==> src/hw/logrd_defines.svh <==
`ifndef LOGRD_DEFINES_SVH
`define LOGRD_DEFINES_SVH
// Command opcode
`define OPC_LOG_READ      8'h2f
// Log addresses
`define LA_DIRECTORY      8'h00
`define LA_ERROR_LOG      8'h03
`define LA_SELFTEST_LOG   8'h07
`define LA_QUEUED_ERR     8'h10
`define LA_PHY_EVENTS     8'h11
`define LA_HOST_FIRST     8'h80
`define LA_HOST_LAST      8'h9f
// Page lengths in sectors
`define LEN_SINGLE        16'h0001
`define LEN_HOST          16'h0010
// Sector layout
`define IDX_LAST          9'h1ff
`define IDX_INDEX         9'h002
`define DIR_VERSION       8'h01
`define LOG_VERSION       8'h01
// Error log layout
`define EL_ENTRY_BASE     9'h004
`define EL_ENTRY_END      9'h1f4
`define EL_ENTRY_LEN      9'h07c
`define EL_COUNT_LO       9'h1f4
`define EL_COUNT_HI       9'h1f5
`define EL_ERRREG         7'h5b
`define EL_STATREG        7'h65
`define EL_SLOTS          3'h4
`define EL_COUNT_MAX      16'hffff
// Self-test log layout
`define ST_ENTRY_BASE     9'h004
`define ST_ENTRY_END      9'h1f2
`define ST_ENTRY_LEN      9'h01a
`define ST_SLOTS          5'h13
`define ST_NUMBER         5'h00
`define ST_STATUS         5'h01
`define ST_LBA_FIRST      5'h05
`define ST_LBA_LAST       5'h0a
`endif

==> src/hw/logrd_pkg.sv <==
package logrd_pkg;
   // Command sequencer states
   typedef enum logic [1:0] {ST_IDLE, ST_SEND} seq_state_e;
endpackage

==> src/hw/log_page_read_handler.sv <==
// Behaviour
// Opcode 2Fh selects the log read
// Interrupt once per transferred data block
// Page 11h with reset bit clears counters
// Sector count: current low, previous high
// Data starts at requested starting sector
// Log address low byte, start in mid
// Decode pages 00h,03h,07h,10h,11h read-only
// Host pages 80h-9Fh are 16 sectors
// Abort unsupported, disabled or invalid requests
// Directory version word reads 0001h
// Directory count per address at twice address
// Faulty-command errors never enter error log
// Error log sector layout fixed offsets
// Error log version byte is 01h
// Index names latest entry, zero if none
// Self-test log holds 48/28-bit entries
// Four error entries form a ring
// Device error count saturates at maximum
// Checksum makes sector byte sum zero
// One sector per block, then complete
`timescale 1ns/100ps
`include "logrd_defines.svh"
module log_page_read_handler
   import logrd_pkg::*;
(
   input  wire logic        CLK_SYS,        // System clock, 50 MHz
   input  wire logic        RST_B,          // Async reset, active low
   input  wire logic        CMD_VALID,      // Command block written, one pulse
   input  wire logic [7:0]  CMD_OPCODE,     // Command register
   input  wire logic [7:0]  FEAT_CUR,       // Feature, current write
   input  wire logic [7:0]  COUNT_CUR,      // Sector count, current write
   input  wire logic [7:0]  COUNT_PREV,     // Sector count, previous write
   input  wire logic [7:0]  LOG_ADDR,       // Low address byte, current
   input  wire logic [7:0]  START_CUR,      // Mid address byte, current
   input  wire logic [7:0]  START_PREV,     // Mid address byte, previous
   input  wire logic        SMART_ERR_EN,   // Error logging feature on
   input  wire logic        SELFTEST_EN,    // Self-test feature on
   input  wire logic        NCQ_EN,         // Queued command feature on
   input  wire logic        PHY_EVT_EN,     // Phy event feature on
   input  wire logic        SMART_EN,       // Smart feature on, host pages
   input  wire logic        ERR_EVENT,      // Device error reported, pulse
   input  wire logic        ERR_FAULTY,     // Error came from faulty command
   input  wire logic [7:0]  ERR_REG,        // Error register at event
   input  wire logic [7:0]  ERR_STAT,       // Status register at event
   input  wire logic        ST_EVENT,       // Self-test finished, pulse
   input  wire logic        ST_ADDR28,      // Entry uses 28-bit addressing
   input  wire logic [7:0]  ST_NUM,         // Self-test number
   input  wire logic [7:0]  ST_RESULT,      // Self-test execution status
   input  wire logic [47:0] ST_LBA,         // Failing address
   input  wire logic        DATA_READY,     // Host takes data byte
   output logic             DATA_VALID,     // Data byte valid
   output logic [7:0]       DATA_BYTE,      // Log data byte
   output logic             BUSY,           // Command in progress
   output logic             DRQ,            // Data request status
   output logic             INTRQ,          // Host interrupt pulse
   output logic             CMD_DONE,       // Normal completion pulse
   output logic             CMD_ABORT,      // Aborted completion pulse
   output logic             PHY_CNT_CLR     // Clear phy counters pulse
);
   seq_state_e  state;                      // Sequencer state
   logic [7:0]  page;                       // Selected log address
   logic [15:0] remain;                     // Sectors still to send
   logic [8:0]  idx;                        // Byte offset of DATA_BYTE
   logic [7:0]  sum;                        // Running sector byte sum
   logic        clr_req;                    // Counter reset requested
   logic [7:0]  el_reg  [4];                // Error entry error bytes
   logic [7:0]  el_stat [4];                // Error entry status bytes
   logic [3:0]  el_used;                    // Error entry written
   logic [1:0]  el_wp;                      // Next error slot
   logic [2:0]  el_index;                   // Latest error, 1 based
   logic [15:0] el_count;                   // Lifetime device errors
   logic [7:0]  st_num  [19];               // Self-test numbers
   logic [7:0]  st_res  [19];               // Self-test statuses
   logic [47:0] st_lba  [19];               // Self-test addresses
   logic [4:0]  st_wp;                      // Next self-test slot
   logic [4:0]  st_index;                   // Latest self-test, 1 based
   logic [18:0] st_used;                    // Self-test entry written
   // 16-bit count from two writes
   wire [15:0] req_count = {COUNT_PREV, COUNT_CUR};
   // starting sector from two writes
   wire [15:0] req_start = {START_PREV, START_CUR};
   // single opcode recognised
   wire        is_read   = CMD_VALID && (CMD_OPCODE == `OPC_LOG_READ) && (state == ST_IDLE);
   // host pages range
   wire        is_host   = (LOG_ADDR >= `LA_HOST_FIRST) && (LOG_ADDR <= `LA_HOST_LAST);
   // supported read-only pages and their feature gates
   wire        page_ok   = (LOG_ADDR == `LA_DIRECTORY)
                        || (LOG_ADDR == `LA_ERROR_LOG && SMART_ERR_EN)
                        || (LOG_ADDR == `LA_SELFTEST_LOG && SELFTEST_EN)
                        || (LOG_ADDR == `LA_QUEUED_ERR && NCQ_EN)
                        || (LOG_ADDR == `LA_PHY_EVENTS && PHY_EVT_EN)
                        || (is_host && SMART_EN);
   wire [15:0] page_len  = is_host ? `LEN_HOST : `LEN_SINGLE;
   wire [16:0] req_end   = {1'b0, req_start} + {1'b0, req_count};
   // abort on zero count, overrun or unsupported page
   wire        req_bad   = !page_ok || (req_count == 16'h0000) || (req_end > {1'b0, page_len});
   wire        xfer      = (state == ST_SEND) && DATA_VALID && DATA_READY;
   wire        blk_end   = xfer && (idx == `IDX_LAST);
   wire        last_blk  = blk_end && (remain == 16'h0001);
   // Offset of the byte to fetch next
   wire [8:0]  fetch_idx = is_read ? 9'h000 : (blk_end ? 9'h000 : idx + 9'h001);
   wire [7:0]  fetch_pg  = is_read ? LOG_ADDR : page;
   wire [7:0]  sum_next  = blk_end ? 8'h00 : sum + DATA_BYTE;
   // Error log offset decode; quotients cut to the slot width
   wire [8:0]  el_rel    = fetch_idx - `EL_ENTRY_BASE;
   wire [1:0]  el_slot   = 2'(el_rel / `EL_ENTRY_LEN);
   wire [6:0]  el_off    = 7'(el_rel % `EL_ENTRY_LEN);
   wire        in_el     = (fetch_idx >= `EL_ENTRY_BASE) && (fetch_idx < `EL_ENTRY_END);
   // Self-test log offset decode
   wire [8:0]  st_rel    = fetch_idx - `ST_ENTRY_BASE;
   wire [4:0]  st_slot   = 5'(st_rel / `ST_ENTRY_LEN);
   wire [4:0]  st_off    = 5'(st_rel % `ST_ENTRY_LEN);
   wire        in_st     = (fetch_idx >= `ST_ENTRY_BASE) && (fetch_idx < `ST_ENTRY_END);
   wire [2:0]  lba_sel   = 3'(st_off - `ST_LBA_FIRST);
   wire [7:0]  lba_byte  = st_lba[st_slot][{lba_sel, 3'b000} +: 8];
   // Directory address for this byte pair
   wire [7:0]  dir_addr  = fetch_idx[8:1];
   wire        dir_one   = (dir_addr == `LA_ERROR_LOG) || (dir_addr == `LA_SELFTEST_LOG)
                        || (dir_addr == `LA_QUEUED_ERR) || (dir_addr == `LA_PHY_EVENTS);
   wire        dir_host  = (dir_addr >= `LA_HOST_FIRST) && (dir_addr <= `LA_HOST_LAST);
   // Directory and host pages carry no checksum byte
   wire        has_chk   = (fetch_pg == `LA_ERROR_LOG) || (fetch_pg == `LA_SELFTEST_LOG)
                        || (fetch_pg == `LA_QUEUED_ERR) || (fetch_pg == `LA_PHY_EVENTS);
   // Byte content of the selected page at fetch_idx
   logic [7:0] raw_byte;
   always_comb begin
      raw_byte = 8'h00;
      unique case (fetch_pg)
         `LA_DIRECTORY: begin
            // version word 0001h
            if (fetch_idx == 9'h000) begin
               raw_byte = `DIR_VERSION;
            // low byte at twice address, high byte zero
            end else if (!fetch_idx[0] && dir_one) begin
               raw_byte = 8'(`LEN_SINGLE);
            end else if (!fetch_idx[0] && dir_host) begin
               raw_byte = 8'(`LEN_HOST);
            end
         end
         `LA_ERROR_LOG: begin
            // fixed sector layout
            if (fetch_idx == 9'h000) begin
               // version 01h
               raw_byte = `LOG_VERSION;
            end else if (fetch_idx == `IDX_INDEX) begin
               // latest entry index
               raw_byte = {5'h00, el_index};
            end else if (in_el && el_used[el_slot]) begin
               // unused entries stay zero
               if (el_off == `EL_ERRREG) begin
                  raw_byte = el_reg[el_slot];
               end else if (el_off == `EL_STATREG) begin
                  raw_byte = el_stat[el_slot];
               end
            end else if (fetch_idx == `EL_COUNT_LO) begin
               raw_byte = el_count[7:0];
            end else if (fetch_idx == `EL_COUNT_HI) begin
               raw_byte = el_count[15:8];
            end
         end
         `LA_SELFTEST_LOG: begin
            if (fetch_idx == 9'h000) begin
               raw_byte = `LOG_VERSION;
            end else if (fetch_idx == `IDX_INDEX) begin
               raw_byte = {3'h0, st_index};
            // entries carry full 48-bit address
            end else if (in_st && st_used[st_slot]) begin
               if (st_off == `ST_NUMBER) begin
                  raw_byte = st_num[st_slot];
               end else if (st_off == `ST_STATUS) begin
                  raw_byte = st_res[st_slot];
               end else if (st_off >= `ST_LBA_FIRST && st_off <= `ST_LBA_LAST) begin
                  raw_byte = lba_byte;
               end
            end
         end
         // Queued, phy and host pages read as zero here
         default: raw_byte = 8'h00;
      endcase
   end
   // last byte cancels the running sum
   wire [7:0] chk_byte  = 8'h00 - (sum + DATA_BYTE);
   wire [7:0] next_byte = (has_chk && fetch_idx == `IDX_LAST) ? chk_byte : raw_byte;
   // Command sequencer and transfer
   always_ff @(posedge CLK_SYS or negedge RST_B) begin
      if (!RST_B) begin
         state       <= ST_IDLE;
         page        <= 8'h00;
         remain      <= 16'h0000;
         idx         <= 9'h000;
         sum         <= 8'h00;
         clr_req     <= 1'b0;
         DATA_VALID  <= 1'b0;
         DATA_BYTE   <= 8'h00;
         BUSY        <= 1'b0;
         DRQ         <= 1'b0;
         INTRQ       <= 1'b0;
         CMD_DONE    <= 1'b0;
         CMD_ABORT   <= 1'b0;
         PHY_CNT_CLR <= 1'b0;
      end else begin
         INTRQ       <= 1'b0;
         CMD_DONE    <= 1'b0;
         CMD_ABORT   <= 1'b0;
         PHY_CNT_CLR <= 1'b0;
         unique case (state)
            ST_IDLE: begin
               // refuse bad request at once
               if (is_read && req_bad) begin
                  CMD_ABORT <= 1'b1;
               end else if (is_read) begin
                  // byte 0 of the requested start sector
                  state      <= ST_SEND;
                  page       <= LOG_ADDR;
                  remain     <= req_count;
                  idx        <= 9'h000;
                  sum        <= 8'h00;
                  clr_req    <= (LOG_ADDR == `LA_PHY_EVENTS) && FEAT_CUR[0];
                  DATA_BYTE  <= next_byte;
                  DATA_VALID <= 1'b1;
                  BUSY       <= 1'b1;
                  DRQ        <= 1'b1;
                  // interrupt for first block
                  INTRQ      <= 1'b1;
               end
            end
            ST_SEND: begin
               if (last_blk) begin
                  // complete after last sector
                  state       <= ST_IDLE;
                  DATA_VALID  <= 1'b0;
                  DRQ         <= 1'b0;
                  BUSY        <= 1'b0;
                  CMD_DONE    <= 1'b1;
                  // clear counters after they were sent
                  PHY_CNT_CLR <= clr_req;
               end else if (xfer) begin
                  idx       <= fetch_idx;
                  sum       <= sum_next;
                  DATA_BYTE <= next_byte;
                  if (blk_end) begin
                     // one sector per block
                     remain <= remain - 16'h0001;
                     // interrupt for each new block
                     INTRQ  <= 1'b1;
                  end
               end
            end
         endcase
      end
   end
   // Error log ring; faulty-command errors are not counted
   always_ff @(posedge CLK_SYS or negedge RST_B) begin
      if (!RST_B) begin
         el_used  <= 4'h0;
         el_wp    <= 2'h0;
         el_index <= 3'h0;
         el_count <= 16'h0000;
         el_reg   <= '{default: 8'h00};
         el_stat  <= '{default: 8'h00};
      // skip errors from faulty commands
      end else if (ERR_EVENT && !ERR_FAULTY) begin
         // overwrite oldest slot
         el_reg[el_wp]  <= ERR_REG;
         el_stat[el_wp] <= ERR_STAT;
         el_used[el_wp] <= 1'b1;
         el_wp          <= el_wp + 2'h1;
         // index of newest entry, 1 to 4
         el_index       <= {1'b0, el_wp} + 3'h1;
         // saturate rather than wrap
         if (el_count != `EL_COUNT_MAX) begin
            el_count <= el_count + 16'h0001;
         end
      end
   end
   // Self-test ring; used flags survive the wrap, an index alone would not
   always_ff @(posedge CLK_SYS or negedge RST_B) begin
      if (!RST_B) begin
         st_wp    <= 5'h00;
         st_index <= 5'h00;
         st_used  <= 19'h00000;
         st_num   <= '{default: 8'h00};
         st_res   <= '{default: 8'h00};
         st_lba   <= '{default: 48'h0};
      end else if (ST_EVENT) begin
         st_used[st_wp] <= 1'b1;
         st_num[st_wp] <= ST_NUM;
         st_res[st_wp] <= ST_RESULT;
         // 28-bit entries kept with upper bits zero
         st_lba[st_wp] <= ST_ADDR28 ? {20'h00000, ST_LBA[27:0]} : ST_LBA;
         st_wp         <= (st_wp == `ST_SLOTS - 5'h01) ? 5'h00 : st_wp + 5'h01;
         st_index      <= st_wp + 5'h01;
      end
   end
endmodule

==> config.mk <==
export PLATFORM = sky130hd
export DESIGN_NAME = log_page_read_handler
export DESIGN_NICKNAME = d
export VERILOG_FILES = /design/src/hw/logrd_pkg.sv /design/src/hw/log_page_read_handler.sv
export VERILOG_INCLUDE_DIRS = /design/src /design/src/hw
export SDC_FILE = /design/constraint.sdc
export NUM_CORES = 2
export LEC_CHECK = 0
export ABC_AREA = 1
export BUFFER_PORTS_ARGS = -buffer_cell sky130_fd_sc_hd__buf_2
export CAP_MARGIN = 10
export CORE_UTILIZATION = 38
export CTS_BUF_LIST = sky130_fd_sc_hd__clkbuf_8
export DETAILED_ROUTE_END_ITERATION = 7
export PLACE_DENSITY = 0.56
export SLEW_MARGIN = 20
export SYNTH_ARGS = -nofsm -noshare
export SYNTH_HDL_FRONTEND = slang
export SYNTH_SLANG_ARGS = --single-unit
==> constraint.sdc <==
create_clock -name CLK_SYS -period 16.2 [get_ports CLK_SYS]
set_clock_uncertainty 0.05 [all_clocks]
set_input_delay 1.62 -clock CLK_SYS [delete_from_list [all_inputs] [get_ports CLK_SYS]]
set_output_delay 1.62 -clock CLK_SYS [all_outputs]
set_load 0.005 [all_outputs]
==> flow_summary.toml <==
[status]
outcome = "finished, final reports clean"

[grt]
global_route.overflow_total = 0
grt_antenna_before_repair = 13
gr_util_all_layers = 0.245
number_of_global_route_vias_before_repair = 55902
largest_net_degree_at_the_start_of_global_routing = 196
grt_pass1_wl_um = 341000

[die]
floorplan.initialDensity = 0.384
floorplan.die.height_um = 425
core.rowCount = 154
ioPinCount = 164
die-width_um = 425
floorplan.core_area_um2 = 177000
total_die_area_um2 = 180000

[drt]
post-route-drc-count = 0
wl_per_cell_um = 20.1
detail_route.vias_per_cell = 5.31
routed_wl_um = 221000
route.antenna.remaining_nets = 0
detailedRoute.firstIterationViolations = 6237
drt_pre_antenna_iters = 6
num_vias = 58422

[cells_and_area]
largest_register = "st_lba"
area_delta_synth_final_pct = 10.3
layout_commonest_cell = "sky130_fd_sc_hd__nand2_1"
layout.cells.most_common_list = "sky130_fd_sc_hd__nand2_1 (2411), sky130_fd_sc_hd__o21ai_0 (1413), sky130_fd_sc_hd__dfrtp_1 (1386), sky130_fd_sc_hd__inv_1 (839), sky130_fd_sc_hd__nand3_1 (555)"
largest_reg_flops = 912
final_layout_size_suffix_gt1_frac = 0.0880
reg_top3 = "st_lba: 912 flops, st_num: 152 flops, st_res: 152 flops"
fin_nets = 8653

[sta]
worst-slew-pin-transition_ns = 1.08
final-max-slew-violation-count = 0
relSlewSlack = 0.280
timing_hold_violations_final = 0
fin_crit_sh = 0.773
fin_setup_tns_ns = 0
grt_setup_unrepaired = "no"
fmax_ghz = 0.0798
worst_hold_slack_ns = 0.398
postLayoutSetupSlackWorst_ns = 3.67
final.min_clock_period_ns = 12.53
finalSetupViolCount = 0

[hold_path]
worstHoldPathCells = 2
hold_path_end = "el_used[1]"
hold_class = "register to register"
hold_start = "el_used[1]"

[clock_tree]
clkSlewWorstSetupHoldPaths_ns = 0.06
hold_buffers = 0
clock_tree.htree_level_count = 4
cts_sinks = 1387
number_of_setup_buffers_added_after_cts = 0
tritoncts = "built"
clock_latency_ns = 0.99
ctsLongestPathBuffers = 3
numCtsBuffers = 235
post_cts.resized_instances = 0
cts.root.buffer_cell = "sky130_fd_sc_hd__clkbuf_8"

[synth]
synth.yosys.seq_area_share = 0.512
cell_area_after_technology_mapping_um2 = 67800
synth_warn = 0
postSynthNetCount = 8787
synth-xor-area-share = 0.00736
synth_adder_area_share = 0.0104
synth_ff_type = "sky130_fd_sc_hd__dfrtp_1"
gate_count_post_synth = 8583
synth-edff-count = 0
synth-compound-area-share = 0.177
synth_mux_area_frac = 0.000664
synth-async-reset-ratio = 1.00
synth.lib_cells_used.distinct = 63
synth_top_family_by_area = "simple AND/OR/NAND/NOR gates"
synth-seq-cells = 1387
postSynthAreaPerCell_um2 = 7.90
synth_area_in_simple_gates = 0.206

[setup_path]
reg2reg_setup_slack_ns = 3.67
critPathMostFrequentCell = "sky130_fd_sc_hd__nand2_1"
timing.rr.end = "DATA_BYTE[4]"
critical_path.max_stage_delay_ns = 0.82
path_max_fanout = 105
regToRegStartpoint = "DRQ"
crit_type = "register to register"
cp_slowest_cell = "sky130_fd_sc_hd__nor2_4"
cp.required_ns = 17.02
timing.critical_path.arrival_ns = 13.35
critical_path.endpoint_type = "register"
r2r.worst_path.cells = 54
start_kind = "register"

[place]
portBuffers = 156
gp_congestion = 0.823
placement.setup.worst_slack_ns = 2.98
hpwlAfterDp_um = 119000

[job]
maxCapViolCount = 0
[metrics by stage]
step	instance area, um^2	util	std cells
2_1_floorplan	67800	-	8583
3_3_place_gp	69800	0.395	10552
3_5_place_dp	69800	0.395	10552
4_1_cts	74800	0.423	10991
5_1_grt	74800	0.424	10994
6_report	74800	0.424	10995
[worst max-delay path: cells and delay by family, from the launching register on]
kind                       cells  cell delay (ns)
adders and majority gates      2             0.46
DFF                            1             0.63
and+or+nand+nor               40             7.61
buffers and inverters         10             3.12
AOI/OAI and AO/OA              2             0.45
[per-layer routing]
metal / up-vias / part of all wire / track usage / wire length, um
met3: 382 / 0.064 / 0.0344 / 14200
met2: 2016 / 0.46 / 0.393 / 103000
met4: 6 / 0.027 / 0.0782 / 6070
li1: 27736 / - / - / -
met5: - / 0.00015 / 0 / 34
met1: 28282 / 0.44 / 0.340 / 98500
[cell usage after synthesis, types with 25 or more instances]
| cell | count | area share |
|---|---|---|
| sky130_fd_sc_hd__nand2_1 | 2415 | 0.13 |
| sky130_fd_sc_hd__nor3_1 | 25 | 0.0018 |
| sky130_fd_sc_hd__buf_6 | 31 | 0.0051 |
| sky130_fd_sc_hd__nand3_1 | 555 | 0.041 |
| sky130_fd_sc_hd__o211ai_1 | 105 | 0.012 |
| sky130_fd_sc_hd__o21ai_0 | 1413 | 0.10 |
| sky130_fd_sc_hd__buf_4 | 39 | 0.0043 |
| sky130_fd_sc_hd__inv_1 | 762 | 0.042 |
| sky130_fd_sc_hd__a31oi_1 | 49 | 0.0045 |
| sky130_fd_sc_hd__a21oi_1 | 383 | 0.028 |
| sky130_fd_sc_hd__clkbuf_1 | 424 | 0.023 |
| sky130_fd_sc_hd__xor2_1 | 46 | 0.0059 |
| sky130_fd_sc_hd__buf_1 | 64 | 0.0035 |
| sky130_fd_sc_hd__o22ai_1 | 31 | 0.0029 |
| sky130_fd_sc_hd__nor2_1 | 279 | 0.015 |
| sky130_fd_sc_hd__o21ai_1 | 185 | 0.014 |
| sky130_fd_sc_hd__dfrtp_1 | 1387 | 0.51 |
| sky130_fd_sc_hd__buf_2 | 73 | 0.0054 |
| sky130_fd_sc_hd__ha_1 | 53 | 0.0098 |
| sky130_fd_sc_hd__o2111ai_1 | 38 | 0.0049 |
[cell type report]
cell class,instances,area (um^2)
Inverter,789,3000
Clock buffer,309,4250
Timing Repair Buffer,267,1750
Sequential cell,1387,34700
Multi-Input combinational cell,5769,27400
Antenna cell,4,10.0
Clock inverter,130,777
Fill cell,17849,102000
Tap cell,2340,2930
[kinds of logic (layout without fill, tap and decap cells)]
group                    after synthesis  after routing
flip-flops                          1387           1387
XOR/XNOR                              57             57
multiplexers                           4              4
AO/OA/AOI/OAI                       2263           2263
adder cells (fa/ha/maj)               55             55
AND/OR/NAND/NOR                     3390           3390
other                                  0              4
buffers and inverters               1427           1495
[worst max path at each step]
stage | start | end | cells past startpoint
after floorplan | CMD_OPCODE[4] | DATA_BYTE[5] | 57
final | DRQ | DATA_BYTE[4] | 54
after detailed placement | CMD_OPCODE[4] | DATA_BYTE[4] | 55
after global placement | CMD_OPCODE[4] | DATA_BYTE[4] | 55
after CTS | DRQ | DATA_BYTE[4] | 53
after global routing | DRQ | DATA_BYTE[4] | 54
Power is not shown: default switching activity piles up to over one toggle a cycle in this logic, so the estimate is an artifact.
